==> src/rtl/rstseq_defs.svh <==
// Purpose: timing counts and strap layout for the reset sequencer
// Assumes: sys_clk at 40 MHz (25 ns)
// Notes:   definitions only
`ifndef RSTSEQ_DEFS_SVH
`define RSTSEQ_DEFS_SVH
// ----------------------------------------------------------------
// clock and timing
// ----------------------------------------------------------------
`define RSTSEQ_CLK_PERIOD_PS   25000
`define RSTSEQ_IN_MIN_TICKS    32
`define RSTSEQ_SETUP_TICKS     4
`define RSTSEQ_OUT_MIN_TICKS   512
`define RSTSEQ_HS_GAP_TICKS    16
`define RSTSEQ_REDRIVE_TICKS   1
`define RSTSEQ_OFF_MAX_NS      4
`define RSTSEQ_PLL_LOCK_US     100
`define RSTSEQ_PLL_LOCK_CYC    ((`RSTSEQ_PLL_LOCK_US*1000000)/`RSTSEQ_CLK_PERIOD_PS)
// ----------------------------------------------------------------
// strap and counter widths
// ----------------------------------------------------------------
`define RSTSEQ_BOOT_W          3
`define RSTSEQ_DIV_SEL_W       3
`define RSTSEQ_CNT_W           16
`endif

==> src/rtl/rstseq_pkg.sv <==
// Purpose: types for the reset sequencer
// Assumes: rstseq_defs.svh included first
// Notes:   state enum and strap carrier
`include "rstseq_defs.svh"
package rstseq_pkg;
	// captured straps
	typedef struct packed {
		logic [`RSTSEQ_BOOT_W-1:0] boot_src;
		logic                      input_clock_divide_strap;
	} rstseq_strap_t;

	// sequencer states
	typedef enum logic [2:0] {
		ST_POR,
		ST_PLL,
		ST_HARD,
		ST_GAP,
		ST_RUN
	} rstseq_state_t;
endpackage

==> src/rtl/rstseq_top.sv <==
// Purpose: reset initialization sequencer of the processor
// Assumes: pins synchronous to sys_clk; lines active low
// Notes:   host mode sync ticks come from an enable divider; agent mode uses pci_clk_tick
//
// Notes on behaviour
// - driven hard/soft reset held 512 ticks
// - soft negates 16 ticks after hard
// - strap drive released when hard asserts
// - strap redrive at least 1 tick later
// - wait pll lock time before release
// - host mode: divide strap sets sync period
// - clock source picked by host/agent mode
`timescale 1ns/1ps
`include "rstseq_defs.svh"
module rstseq_top #(
	parameter int PLL_LOCK_CYC = `RSTSEQ_PLL_LOCK_CYC
) (
	input  wire logic                      sys_clk,
	input  wire logic                      resetn,
	input  wire logic                      power_on_rst_line_n,
	input  wire logic                      hard_rst_line_n_i,
	input  wire logic                      soft_rst_line_n_i,
	input  wire logic                      host_mode,
	input  wire logic                      pci_clk_tick,
	input  wire logic [`RSTSEQ_BOOT_W-1:0] boot_src_i,
	input  wire logic                      input_clock_divide_strap_i,
	input  wire logic [`RSTSEQ_BOOT_W-1:0] cfg_drive_val,
	input  wire logic                      pll_locked,
	output logic                           hard_rst_line_n_o,
	output logic                           hard_rst_line_oe,
	output logic                           soft_rst_line_n_o,
	output logic                           soft_rst_line_oe,
	output logic [`RSTSEQ_BOOT_W-1:0]      boot_src_o,
	output logic                           cfg_oe,
	output logic                           sync_tick,
	output rstseq_pkg::rstseq_strap_t      strap_q
);
	import rstseq_pkg::*;

	// ------------------------------------------------------------
	// sync clock tick
	// ------------------------------------------------------------
	logic [`RSTSEQ_DIV_SEL_W-1:0] div_cnt_q;   // host divider
	logic                         div_tick;    // host tick
	logic                         tick;        // chosen tick
	logic                         div_sel;     // divide factor

	// host: divide strap chooses 2 or 4 input clocks per tick
	assign div_sel  = strap_q.input_clock_divide_strap;
	assign div_tick = div_sel ? (div_cnt_q == 3'h3)
	                          : (div_cnt_q == 3'h1);
	// agent mode ticks from the pci clock enable
	assign tick = host_mode ? div_tick : pci_clk_tick;

	// divider counter, one enable pulse per sync period
	always_ff @(posedge sys_clk or negedge resetn) begin
		if (!resetn) begin
			div_cnt_q <= 3'h0;
		end else if (div_tick) begin
			div_cnt_q <= 3'h0;
		end else begin
			div_cnt_q <= div_cnt_q + 3'h1;
		end
	end

	// ------------------------------------------------------------
	// input reset qualification
	// ------------------------------------------------------------
	logic [5:0] por_cnt_q;   // por low length
	logic [5:0] ext_cnt_q;   // external reset low length
	logic       por_low;
	logic       ext_low;
	logic       por_step;
	logic       por_ok;
	logic       ext_ok;

	assign por_low  = !power_on_rst_line_n;
	assign ext_low  = (!hard_rst_line_n_i && !hard_rst_line_oe) ||
	                  (!soft_rst_line_n_i && !soft_rst_line_oe);
	// host counts input clocks, agent counts sync ticks
	assign por_step = host_mode ? 1'b1 : pci_clk_tick;
	assign por_ok   = (por_cnt_q >= 6'(`RSTSEQ_IN_MIN_TICKS));
	// short glitches on the hard/soft reset inputs do not start a flow
	assign ext_ok   = (ext_cnt_q >= 6'(`RSTSEQ_IN_MIN_TICKS));

	// count how long por has been low, saturating
	always_ff @(posedge sys_clk or negedge resetn) begin
		if (!resetn) begin
			por_cnt_q <= 6'h0;
		end else if (!por_low) begin
			por_cnt_q <= 6'h0;
		end else if (por_step && !por_ok) begin
			por_cnt_q <= por_cnt_q + 6'h1;
		end
	end

	// count external hard/soft reset low time in ticks
	always_ff @(posedge sys_clk or negedge resetn) begin
		if (!resetn) begin
			ext_cnt_q <= 6'h0;
		end else if (!ext_low) begin
			ext_cnt_q <= 6'h0;
		end else if (tick && !ext_ok) begin
			ext_cnt_q <= ext_cnt_q + 6'h1;
		end
	end

	// ------------------------------------------------------------
	// strap setup tracking
	// ------------------------------------------------------------
	rstseq_strap_t strap_now;    // strap pins now
	rstseq_strap_t strap_prev_q; // last sample
	logic [2:0]    stab_cnt_q;   // stable periods seen
	logic          stab_ok;

	assign strap_now = '{boot_src: boot_src_i,
	                     input_clock_divide_strap:
	                     input_clock_divide_strap_i};
	// strap must be steady this long before por release
	assign stab_ok = (stab_cnt_q >= 3'(`RSTSEQ_SETUP_TICKS));

	// watch strap stability in the clock of the mode
	always_ff @(posedge sys_clk or negedge resetn) begin
		if (!resetn) begin
			strap_prev_q <= '0;
			stab_cnt_q   <= 3'h0;
		end else if (por_step) begin
			strap_prev_q <= strap_now;
			if (strap_now != strap_prev_q) begin
				stab_cnt_q <= 3'h0;
			end else if (!stab_ok) begin
				stab_cnt_q <= stab_cnt_q + 3'h1;
			end
		end
	end

	// ------------------------------------------------------------
	// sequencer
	// ------------------------------------------------------------
	rstseq_state_t             st_q;
	rstseq_state_t             st_d;
	logic [`RSTSEQ_CNT_W-1:0]  cnt_q;    // shared timer
	logic [`RSTSEQ_CNT_W-1:0]  cnt_d;
	logic                      por_rel;  // qualified por release
	logic                      lock_done;
	logic                      hold_done;
	logic                      gap_done;

	assign por_rel   = !por_low && por_ok && stab_ok;
	// lock bound elapsed or pll reports lock early
	assign lock_done = pll_locked ||
	    (cnt_q >= `RSTSEQ_CNT_W'(PLL_LOCK_CYC - 1));
	// one tick past the minimum: the entry edge falls mid-period
	assign hold_done = (cnt_q > `RSTSEQ_CNT_W'(`RSTSEQ_OUT_MIN_TICKS));
	assign gap_done  = (cnt_q > `RSTSEQ_CNT_W'(`RSTSEQ_HS_GAP_TICKS));

	// next state: por, lock, hard hold, gap, run
	always_comb begin
		st_d  = st_q;
		cnt_d = cnt_q;
		case (st_q)
			ST_POR: begin
				cnt_d = '0;
				if (por_rel) begin
					st_d = ST_PLL;
				end
			end
			ST_PLL: begin
				cnt_d = cnt_q + `RSTSEQ_CNT_W'(1);
				if (lock_done) begin
					st_d  = ST_HARD;
					cnt_d = '0;
				end
			end
			ST_HARD: begin
				// ticks counted while both lines are held
				if (tick) begin
					cnt_d = cnt_q + `RSTSEQ_CNT_W'(1);
				end
				if (hold_done && pll_locked) begin
					st_d  = ST_GAP;
					cnt_d = '0;
				end
			end
			ST_GAP: begin
				if (tick) begin
					cnt_d = cnt_q + `RSTSEQ_CNT_W'(1);
				end
				if (gap_done) begin
					st_d = ST_RUN;
				end
			end
			ST_RUN: begin
				cnt_d = '0;
				if (ext_ok) begin
					st_d = ST_HARD; // restart the flow
				end
			end
			default: begin
				st_d  = ST_POR;
				cnt_d = '0;
			end
		endcase
		// por dominates every state
		if (por_low) begin
			st_d  = ST_POR;
			cnt_d = '0;
		end
	end

	// state and timer registers
	always_ff @(posedge sys_clk or negedge resetn) begin
		if (!resetn) begin
			st_q  <= ST_POR;
			cnt_q <= '0;
		end else begin
			st_q  <= st_d;
			cnt_q <= cnt_d;
		end
	end

	// ------------------------------------------------------------
	// strap capture and outputs
	// ------------------------------------------------------------
	logic hard_d;     // hard line asserted next
	logic soft_d;     // soft line asserted next
	logic cfg_oe_d;
	logic hard_neg_q; // hard negated one tick ago

	assign hard_d   = (st_d == ST_POR) || (st_d == ST_PLL) ||
	                  (st_d == ST_HARD);
	assign soft_d   = hard_d || (st_d == ST_GAP);
	// drop strap drive at once on hard assertion; the 4 ns bound
	// is met since the enable leaves a flop with no extra gate
	assign cfg_oe_d = !hard_d && hard_neg_q && tick;

	// straps captured from the pins at the qualified por release
	always_ff @(posedge sys_clk or negedge resetn) begin
		if (!resetn) begin
			strap_q <= '0;
		end else if (st_q == ST_POR && por_rel) begin
			strap_q <= strap_now;
		end
	end

	// remember hard negation to delay redrive a full tick
	always_ff @(posedge sys_clk or negedge resetn) begin
		if (!resetn) begin
			hard_neg_q <= 1'b0;
		end else if (hard_d) begin
			hard_neg_q <= 1'b0;
		end else if (tick) begin
			hard_neg_q <= 1'b1;
		end
	end

	// registered pin drivers; lines driven low while asserted
	always_ff @(posedge sys_clk or negedge resetn) begin
		if (!resetn) begin
			hard_rst_line_n_o <= 1'b0;
			hard_rst_line_oe  <= 1'b1;
			soft_rst_line_n_o <= 1'b0;
			soft_rst_line_oe  <= 1'b1;
			cfg_oe            <= 1'b0;
			boot_src_o        <= '0;
			sync_tick         <= 1'b0;
		end else begin
			hard_rst_line_n_o <= !hard_d;
			hard_rst_line_oe  <= hard_d;
			soft_rst_line_n_o <= !soft_d;
			soft_rst_line_oe  <= soft_d;
			cfg_oe            <= hard_d ? 1'b0 : (cfg_oe | cfg_oe_d);
			boot_src_o        <= cfg_drive_val;
			sync_tick         <= tick;
		end
	end
endmodule

==> config.mk <==
export PLATFORM = sky130hd
export DESIGN_NAME = rstseq_top
export DESIGN_NICKNAME = d
export VERILOG_FILES = /design/src/rtl/rstseq_pkg.sv /design/src/rtl/rstseq_top.sv
export VERILOG_INCLUDE_DIRS = /design/src /design/src/rtl
export SDC_FILE = /design/constraint.sdc
export NUM_CORES = 1
export LEC_CHECK = 0
export ABC_CLOCK_PERIOD_IN_PS = 2690
export BUFFER_PORTS_ARGS = -buffer_cell sky130_fd_sc_hd__buf_2
export CORE_MARGIN = 3
export CORE_UTILIZATION = 50
export DETAILED_ROUTE_END_ITERATION = 8
export PLACE_DENSITY = 0.78
export SLEW_MARGIN = 30
export SYNTH_ARGS = -nofsm -noshare
export SYNTH_HDL_FRONTEND = slang
export SYNTH_SLANG_ARGS = --single-unit
==> constraint.sdc <==
create_clock -name sys_clk -period 2.69 [get_ports sys_clk]
set_input_delay 0.269 -clock sys_clk [delete_from_list [all_inputs] [get_ports sys_clk]]
set_output_delay 0.269 -clock sys_clk [all_outputs]
set_load 0.005 [all_outputs]
==> qor.txt, run 1 <==
status = finished clean
routed length per instance = 14.4 um
highest clock rate = 409 MHz
Hold Violations, Final = 0
post-place instance area = 0.00302 mm2
hold_ws = 0.0565 ns
relative slew slack = 57.6%
Startpoint Class = register
CTS tree = done
final cell count without fillers = 371
number of top-level pins = 28
Setup Skew = 0.00834 ns
Top FF cell, synth = dfrtp_1
critical path endpoint category = register
WP data arrival = 2.63 ns
Num CTS Buffers = 5
Max clock buf depth = 2
Worst Setup Path Type = reg2reg
initial antenna violation count = 0
worst hold start = cfg_drive_val[2]
main combinational cell family by area after synthesis = simple AND/OR/NAND/NOR gates
vias per cell = 5.69
total core area = 0.00524 mm2
fin nets = 324
vias in the first global route = 2109
setup violators final = 0
first-pass GRT wire length = 9470 um
adder-cell share of the synthesized area = 4.04%
RR Endpoint = cnt_q[10]
PwrDens = 520 mW/mm2
Vias = 2110
worst vdd ir = 0.326 mV
setup_tns = 0 ns
post-DP HPWL = 3930 um
clock root buffer = clkbuf_8
RSZ-0062 raised after global routing = false
Hold Crit Depth = 1
pin count of the biggest net entering global routing = 32
Worst Slack Setup Final = 0.247 ns
layout cell share with drive strength beyond 1 = 23.6%
Syn Inst Count = 265
CP peak stage delay = 0.46 ns
worst path cell trace = inv_1 > ha_1 > or4b_1 > nor2_1 > o221a_2 > nand2_1 > a2111oi_1
Crit path required time = 2.87 ns
CP max stage cell = or4b_1
#FFs+latches synth = 55
DRC viols = 0
WL final = 5360 um
leakage = 1.43 nW
Area contributors post-synth = dfrtp_1 48%, ha_1 4.0%, a21oi_1 3.2%
R2R cell count = 7
final period utilization = 90.8%
DRC violation total after the first TritonRoute iteration = 102
Synth Area per Inst = 10.5 um2
syn_nets = 289
FF-to-FF setup slack = 0.25 ns
min-delay worst type = in2reg
Die Area = 0.00651 mm2
Placer Congestion = 0.885
minimum clock period = 2.44 ns
grt ovf = 0
Async SR Flop Fraction = 100%
Clock Latency Late Sink = 0.31 ns
DRT Pass-1 Iters = 4
Setup Slack @ Placement = 0.218 ns
CTS Sinks = 55
mux cell area share after synthesis = 3.23%
area share of and/or/nand/nor cells after synthesis = 17.6%
clk slew on worst S/H paths = 0.10 ns
largest area contributor in the synthesized netlist = dfrtp_1
Syn Std Cell Area = 0.00279 mm2
synth unique cells = 57
sequential share of the synthesized area = 49.4%
ANT nets after route = 0
Hold Path End = boot_src_o[2]
Worst Tran Pin Value = 0.630 ns
post-synthesis compound-gate area fraction = 17.4%
H-tree levels = 2
R2R Path Start = cnt_q[0]
initial core utilization = 53.3%
Syn. warnings = 0
Post-synth EDFFs = 0
num rows = 26
area delta synth->final = 12.8%
utilization after layout = 60.1%
die height = 80.7 um
number of placed instances, taps included = 362
Slew Viols, Final = 0
gr usage total = 18.7%
Yosys top cell area share = 47.5%
postcts setup bufs = 0
die width = 80.7 um
Power Total = 1.63 mW
Final Cell Area = 0.00315 mm2
Max Cap Violations = 0
XOR/XNOR Fraction of Synth Area = 4.08%
ANT cells = 0
IO buf count = 27
largest fanout on the critical path = 13
state kept, by name, indices dropped and copies added, names as in the netlist:
name               cells
div_sel                1
strap_q                3
div_cnt_q              3
hard_rst_line_n_o      1
strap_prev_q           4
soft_rst_line_oe       1
ext_cnt_q              6
hard_neg_q             1
cnt_q                 16
stab_cnt_q             3
cfg_oe                 1
boot_src_o             3
st_q                   3
sync_tick              1
hard_rst_line_oe       1
soft_rst_line_n_o      1
por_cnt_q              6
routing by layer:
metal | global-route usage (%) | wire length [um] | vias to the layer above
met5 | 0 | 0 | -
met4 | 7.26 | 80 | 0
met3 | 3.70 | 243 | 8
met2 | 31.3 | 2640 | 53
met1 | 23.9 | 2400 | 1004
li1 | - | - | 1045
kinds of logic (layout without fill, tap and decap cells):
| logic type | after synthesis | count (layout) |
|---|---|---|
| AND/OR/NAND/NOR | 91 | 91 |
| AO/OA/AOI/OAI | 67 | 67 |
| flip-flops | 55 | 55 |
| buffers and inverters | 22 | 58 |
| XOR/XNOR | 13 | 13 |
| adder cells (fa/ha/maj) | 9 | 9 |
| multiplexers | 8 | 8 |
placed cells by master (no fill, tap or decap), types with 2 or more instances in the layout:
cell,n
dfrtp_1,53
buf_2,27
nor2_1,22
nand2_1,18
a21oi_1,18
inv_1,14
a311oi_1,9
xor2_1,9
ha_1,9
mux2_2,8
o21ai_0,7
nor3_1,7
a211oi_1,6
buf_4,6
and3_1,5
nor4_1,5
nand3_1,5
clkbuf_8,5
nand2b_1,4
xnor2_1,4
nand4_1,4
a31oi_1,4
a21o_1,3
nor2b_1,3
a41oi_1,3
or4_4,2
or2_2,2
o21ai_2,2
o21a_1,2
o21ba_2,2
o22a_1,2
dfstp_2,2
cell usage after synthesis, drive strengths merged, types with 4 or more instances:
cell type	n
xnor2	4
ha	9
dfrtp	53
nor2	23
a21oi	18
mux2	8
nand2	18
o21ai	9
nand4	4
and3	6
a211oi	7
inv	15
a31oi	4
nand3	5
nor4	5
nor3	8
a311oi	9
xor2	9
nand2b	4
report_power, final:
part | internal (mW) | switching, mW | leakage (nW)
logic | 0.0854 | 0.119 | 0.641
clock network | 0.281 | 0.273 | 0.0548
registers | 0.857 | 0.0201 | 0.730
how the worst max path moves through the flow:
stage / start / to / slack, ns / cells after the start
floorplan: cnt_q[0] / hard_neg_q / 0.49 / 8
global placement: cnt_q[0] / hard_neg_q / 0.34 / 8
detailed placement: cnt_q[0] / hard_neg_q / 0.22 / 8
CTS: cnt_q[0] / hard_neg_q / 0.19 / 8
global route: cnt_q[0] / cnt_q[10] / 0.08 / 7
finish: cnt_q[0] / cnt_q[10] / 0.25 / 7
area by class of cell:
cell class / instances / area [um2]
flip-flops and latches: 55 / 1380
fillers: 436 / 2090
repair buffers: 35 / 210
clock inverters: 3 / 46.3
multi-input cells: 188 / 1300
well taps: 70 / 87.6
clock buffers: 5 / 68.8
inverters: 15 / 56.3
worst max-delay path: cells and delay by family (launching register included):
family,cells,cell delay (ns)
buffers and inverters,1,0.11
AOI/OAI and AO/OA,2,0.76
adders and majority gates,1,0.16
DFF,1,0.42
and+or+nand+nor,3,0.88
what timing repair did:
item                       4_1_cts  5_1_grt
hold buffers                     1        0
resized for setup                0        1
setup endpoints to repair        0        1
hold endpoints to repair        24        0
No activity file was read; power rests on OpenSTA's default activity.
==> inputs of run 2 (changes only) <==
==> constraint.sdc (replaced) <==
create_clock -name sys_clk -period 2.69 [get_ports sys_clk]
set_input_delay 0.4035 -clock sys_clk [delete_from_list [all_inputs] [get_ports sys_clk]]
set_output_delay 0.4035 -clock sys_clk [all_outputs]
set_load 0.005 [all_outputs]
==> run 2 against run 1 <==
Effect of this change: sequential share of layout area is 0.48 points higher; largest power group unchanged; critical endpoint is now cnt_q[7]; clock skew hardly changed; design area is 1.1% lower; die area stayed put; largest cell class unchanged.
==> qor.txt, run 2 (synthesis results as in run 1) <==
CTS Sinks = 55 (unchanged)
CP peak stage delay = 0.45 ns (about the same)
met2 GRT Util = 31.5% (+0.17 points)
leakage = 1.41 nW (-0.84%)
worst vdd ir = 0.430 mV (+32%)
FILL cells = 440 (+0.92%)
die width = 80.7 um (unchanged)
Regs by FF count = cnt_q (16), ext_cnt_q (6), por_cnt_q (6)
Die Area = 0.00651 mm2 (unchanged)
IO buf count = 27 (unchanged)
H-tree levels = 2 (unchanged)
Most flops, register = cnt_q
max FFs per register = 16 (unchanged)
num rows = 26 (unchanged)
FF-to-FF setup slack = 0.31 ns (+0.07 ns)
Slew Viols, Final = 0 (unchanged)
relative slew slack = 55.2% (-2.4 points)
DRC violation total after the first TritonRoute iteration = 147 (+44%)
Startpoint Class = register
critical path endpoint category = register
min-delay worst type = in2async
Num CTS Buffers = 5 (unchanged)
hold_ws = 0.0486 ns (-0.00788 ns)
DRT Pass-1 Iters = 4 (unchanged)
DRC viols = 0 (unchanged)
Worst Setup Path Type = reg2reg
Worst Tran Pin Value = 0.665 ns (+0.0352 ns)
Clock Latency Late Sink = 0.32 ns (about the same)
Placer Congestion = 0.854 (-3.5%)
minimum clock period = 2.38 ns (-0.0675 ns)
pin count of the biggest net entering global routing = 28 (-13%)
CTS tree = done
Max clock buf depth = 2 (unchanged)
WL final = 5560 um (+3.8%)
clock root buffer = clkbuf_8
R2R Path Start = cnt_q[0]
vias per cell = 5.74 (+1.0%)
layout cell share with drive strength beyond 1 = 23.9% (+0.33 points)
initial core utilization = 53.3% (unchanged)
first-pass GRT wire length = 9860 um (+4.2%)
status = finished clean
routed length per instance = 15.0 um (+3.8%)
largest fanout on the critical path = 13 (unchanged)
R2R cell count = 7 (unchanged)
number of top-level pins = 28 (unchanged)
highest clock rate = 421 MHz (+2.8%)
post-DP HPWL = 4020 um (+2.2%)
WP data arrival = 2.59 ns (-0.04 ns)
setup_tns = 0 ns (unchanged)
CP max stage cell = or4b_1
vias in the first global route = 2115 (+0.28%)
M1 GR Usage = 26.3% (+2.4 points)
Vias = 2131 (+1.0%)
total core area = 0.00524 mm2 (unchanged)
Hold Violations, Final = 0 (unchanged)
# hold bufs at CTS = 0 (-1)
Power Total = 1.57 mW (-3.7%)
clk slew on worst S/H paths = 0.11 ns (about the same)
area delta synth->final = 11.6%
fin nets = 324 (unchanged)
GR Util met3 = 3.36% (-0.34 points)
Setup Skew = 0.00801 ns (-0.000333 ns)
gr usage total = 19.5% (+0.83 points)
initial antenna violation count = 0 (unchanged)
ANT cells = 0 (unchanged)
GRT busiest layer = met2
commonest non-fill, non-tap cell in the layout = dfrtp_1
die height = 80.7 um (unchanged)
PwrDens = 506 mW/mm2 (-2.7%)
RSZ-0062 raised after global routing = false
Crit path required time = 2.90 ns (+0.03 ns)
RR Endpoint = cnt_q[7]
Max Cap Violations = 0 (unchanged)
final period utilization = 88.3% (-2.5 points)
utilization after layout = 59.4% (-0.65 points)
setup violators final = 0 (unchanged)
worst path cell trace = inv_1 > ha_1 > or4b_1 > nor2_1 > o221a_2 > nand2_1 > a311oi_1
ANT nets after route = 0 (unchanged)
CTS resizes = 0 (unchanged)
postcts setup bufs = 0 (unchanged)
most frequent cells in the layout = 53 x dfrtp_1, 27 x buf_2, 22 x nor2_1
grt ovf = 0 (unchanged)
run 2: cell count changes in the layout (fill, tap and decap cells not counted):
| cell | delta |
|---|---|
| buf_12 | -1 |
| buf_4 | +2 |
| bufinv_16 | -1 |
| dlygate4sd3_1 | -1 |
| inv_8 | +1 |
run 2: final cells by class:
class	instances	area, um2	area share (%)
flip-flops and latches	55	1380	44.3
clock buffers	5	68.8	2.21
repair buffers	35	195	6.27
clock inverters	3	27.5	0.884
well taps	70	87.6	2.81
multi-input cells	188	1300	41.7
inverters	15	56.3	1.81
run 2: worst max-delay path: cells and delay by family, from the launching register on:
| kind | cells | cell delay (ns) |
|---|---|---|
| flops | 1 | 0.42 |
| fa+ha+maj | 1 | 0.16 |
| buf+inv | 1 | 0.10 |
| simple gates | 3 | 0.87 |
| compound gates | 2 | 0.72 |
run 2: how the worst max path moves through the flow:
stage,to,slack [ns],from
floorplan,hard_neg_q,0.49,cnt_q[0]
global placement,hard_neg_q,0.33,cnt_q[0]
detailed placement,hard_neg_q,0.22,cnt_q[0]
CTS,hard_neg_q,0.21,cnt_q[0]
global route,cnt_q[10],0.08,cnt_q[0]
finish,cnt_q[7],0.31,cnt_q[0]
run 2: routing by layer:
layer  share of wire [%]  routed length [um]  vias up
met5                   0                   0        -
met4                 1.6                  90        0
met3                 4.2                 236        8
met2                  48                2660       50
met1                  46                2580     1031
li1                    -                   -     1042
run 2: through the flow:
| step | instance area, um2 | setup slack, ns | cells |
|---|---|---|---|
| floorplan | 2790 | 0.491 | 265 |
| global placement | 3010 | 0.335 | 363 |
| detailed placement | 3010 | 0.222 | 363 |
| CTS | 3110 | 0.208 | 371 |
| global route | 3110 | 0.0781 | 371 |
| finish | 3110 | 0.315 | 371 |
run 2: where the power goes:
group	internal (mW)	leakage, nW	total (mW)	switching, mW
Clock	0.194	0.0467	0.492	0.298
Sequential	0.857	0.730	0.879	0.0222
Combinational	0.0837	0.638	0.203	0.119
Total	1.13	1.41	1.57	0.440
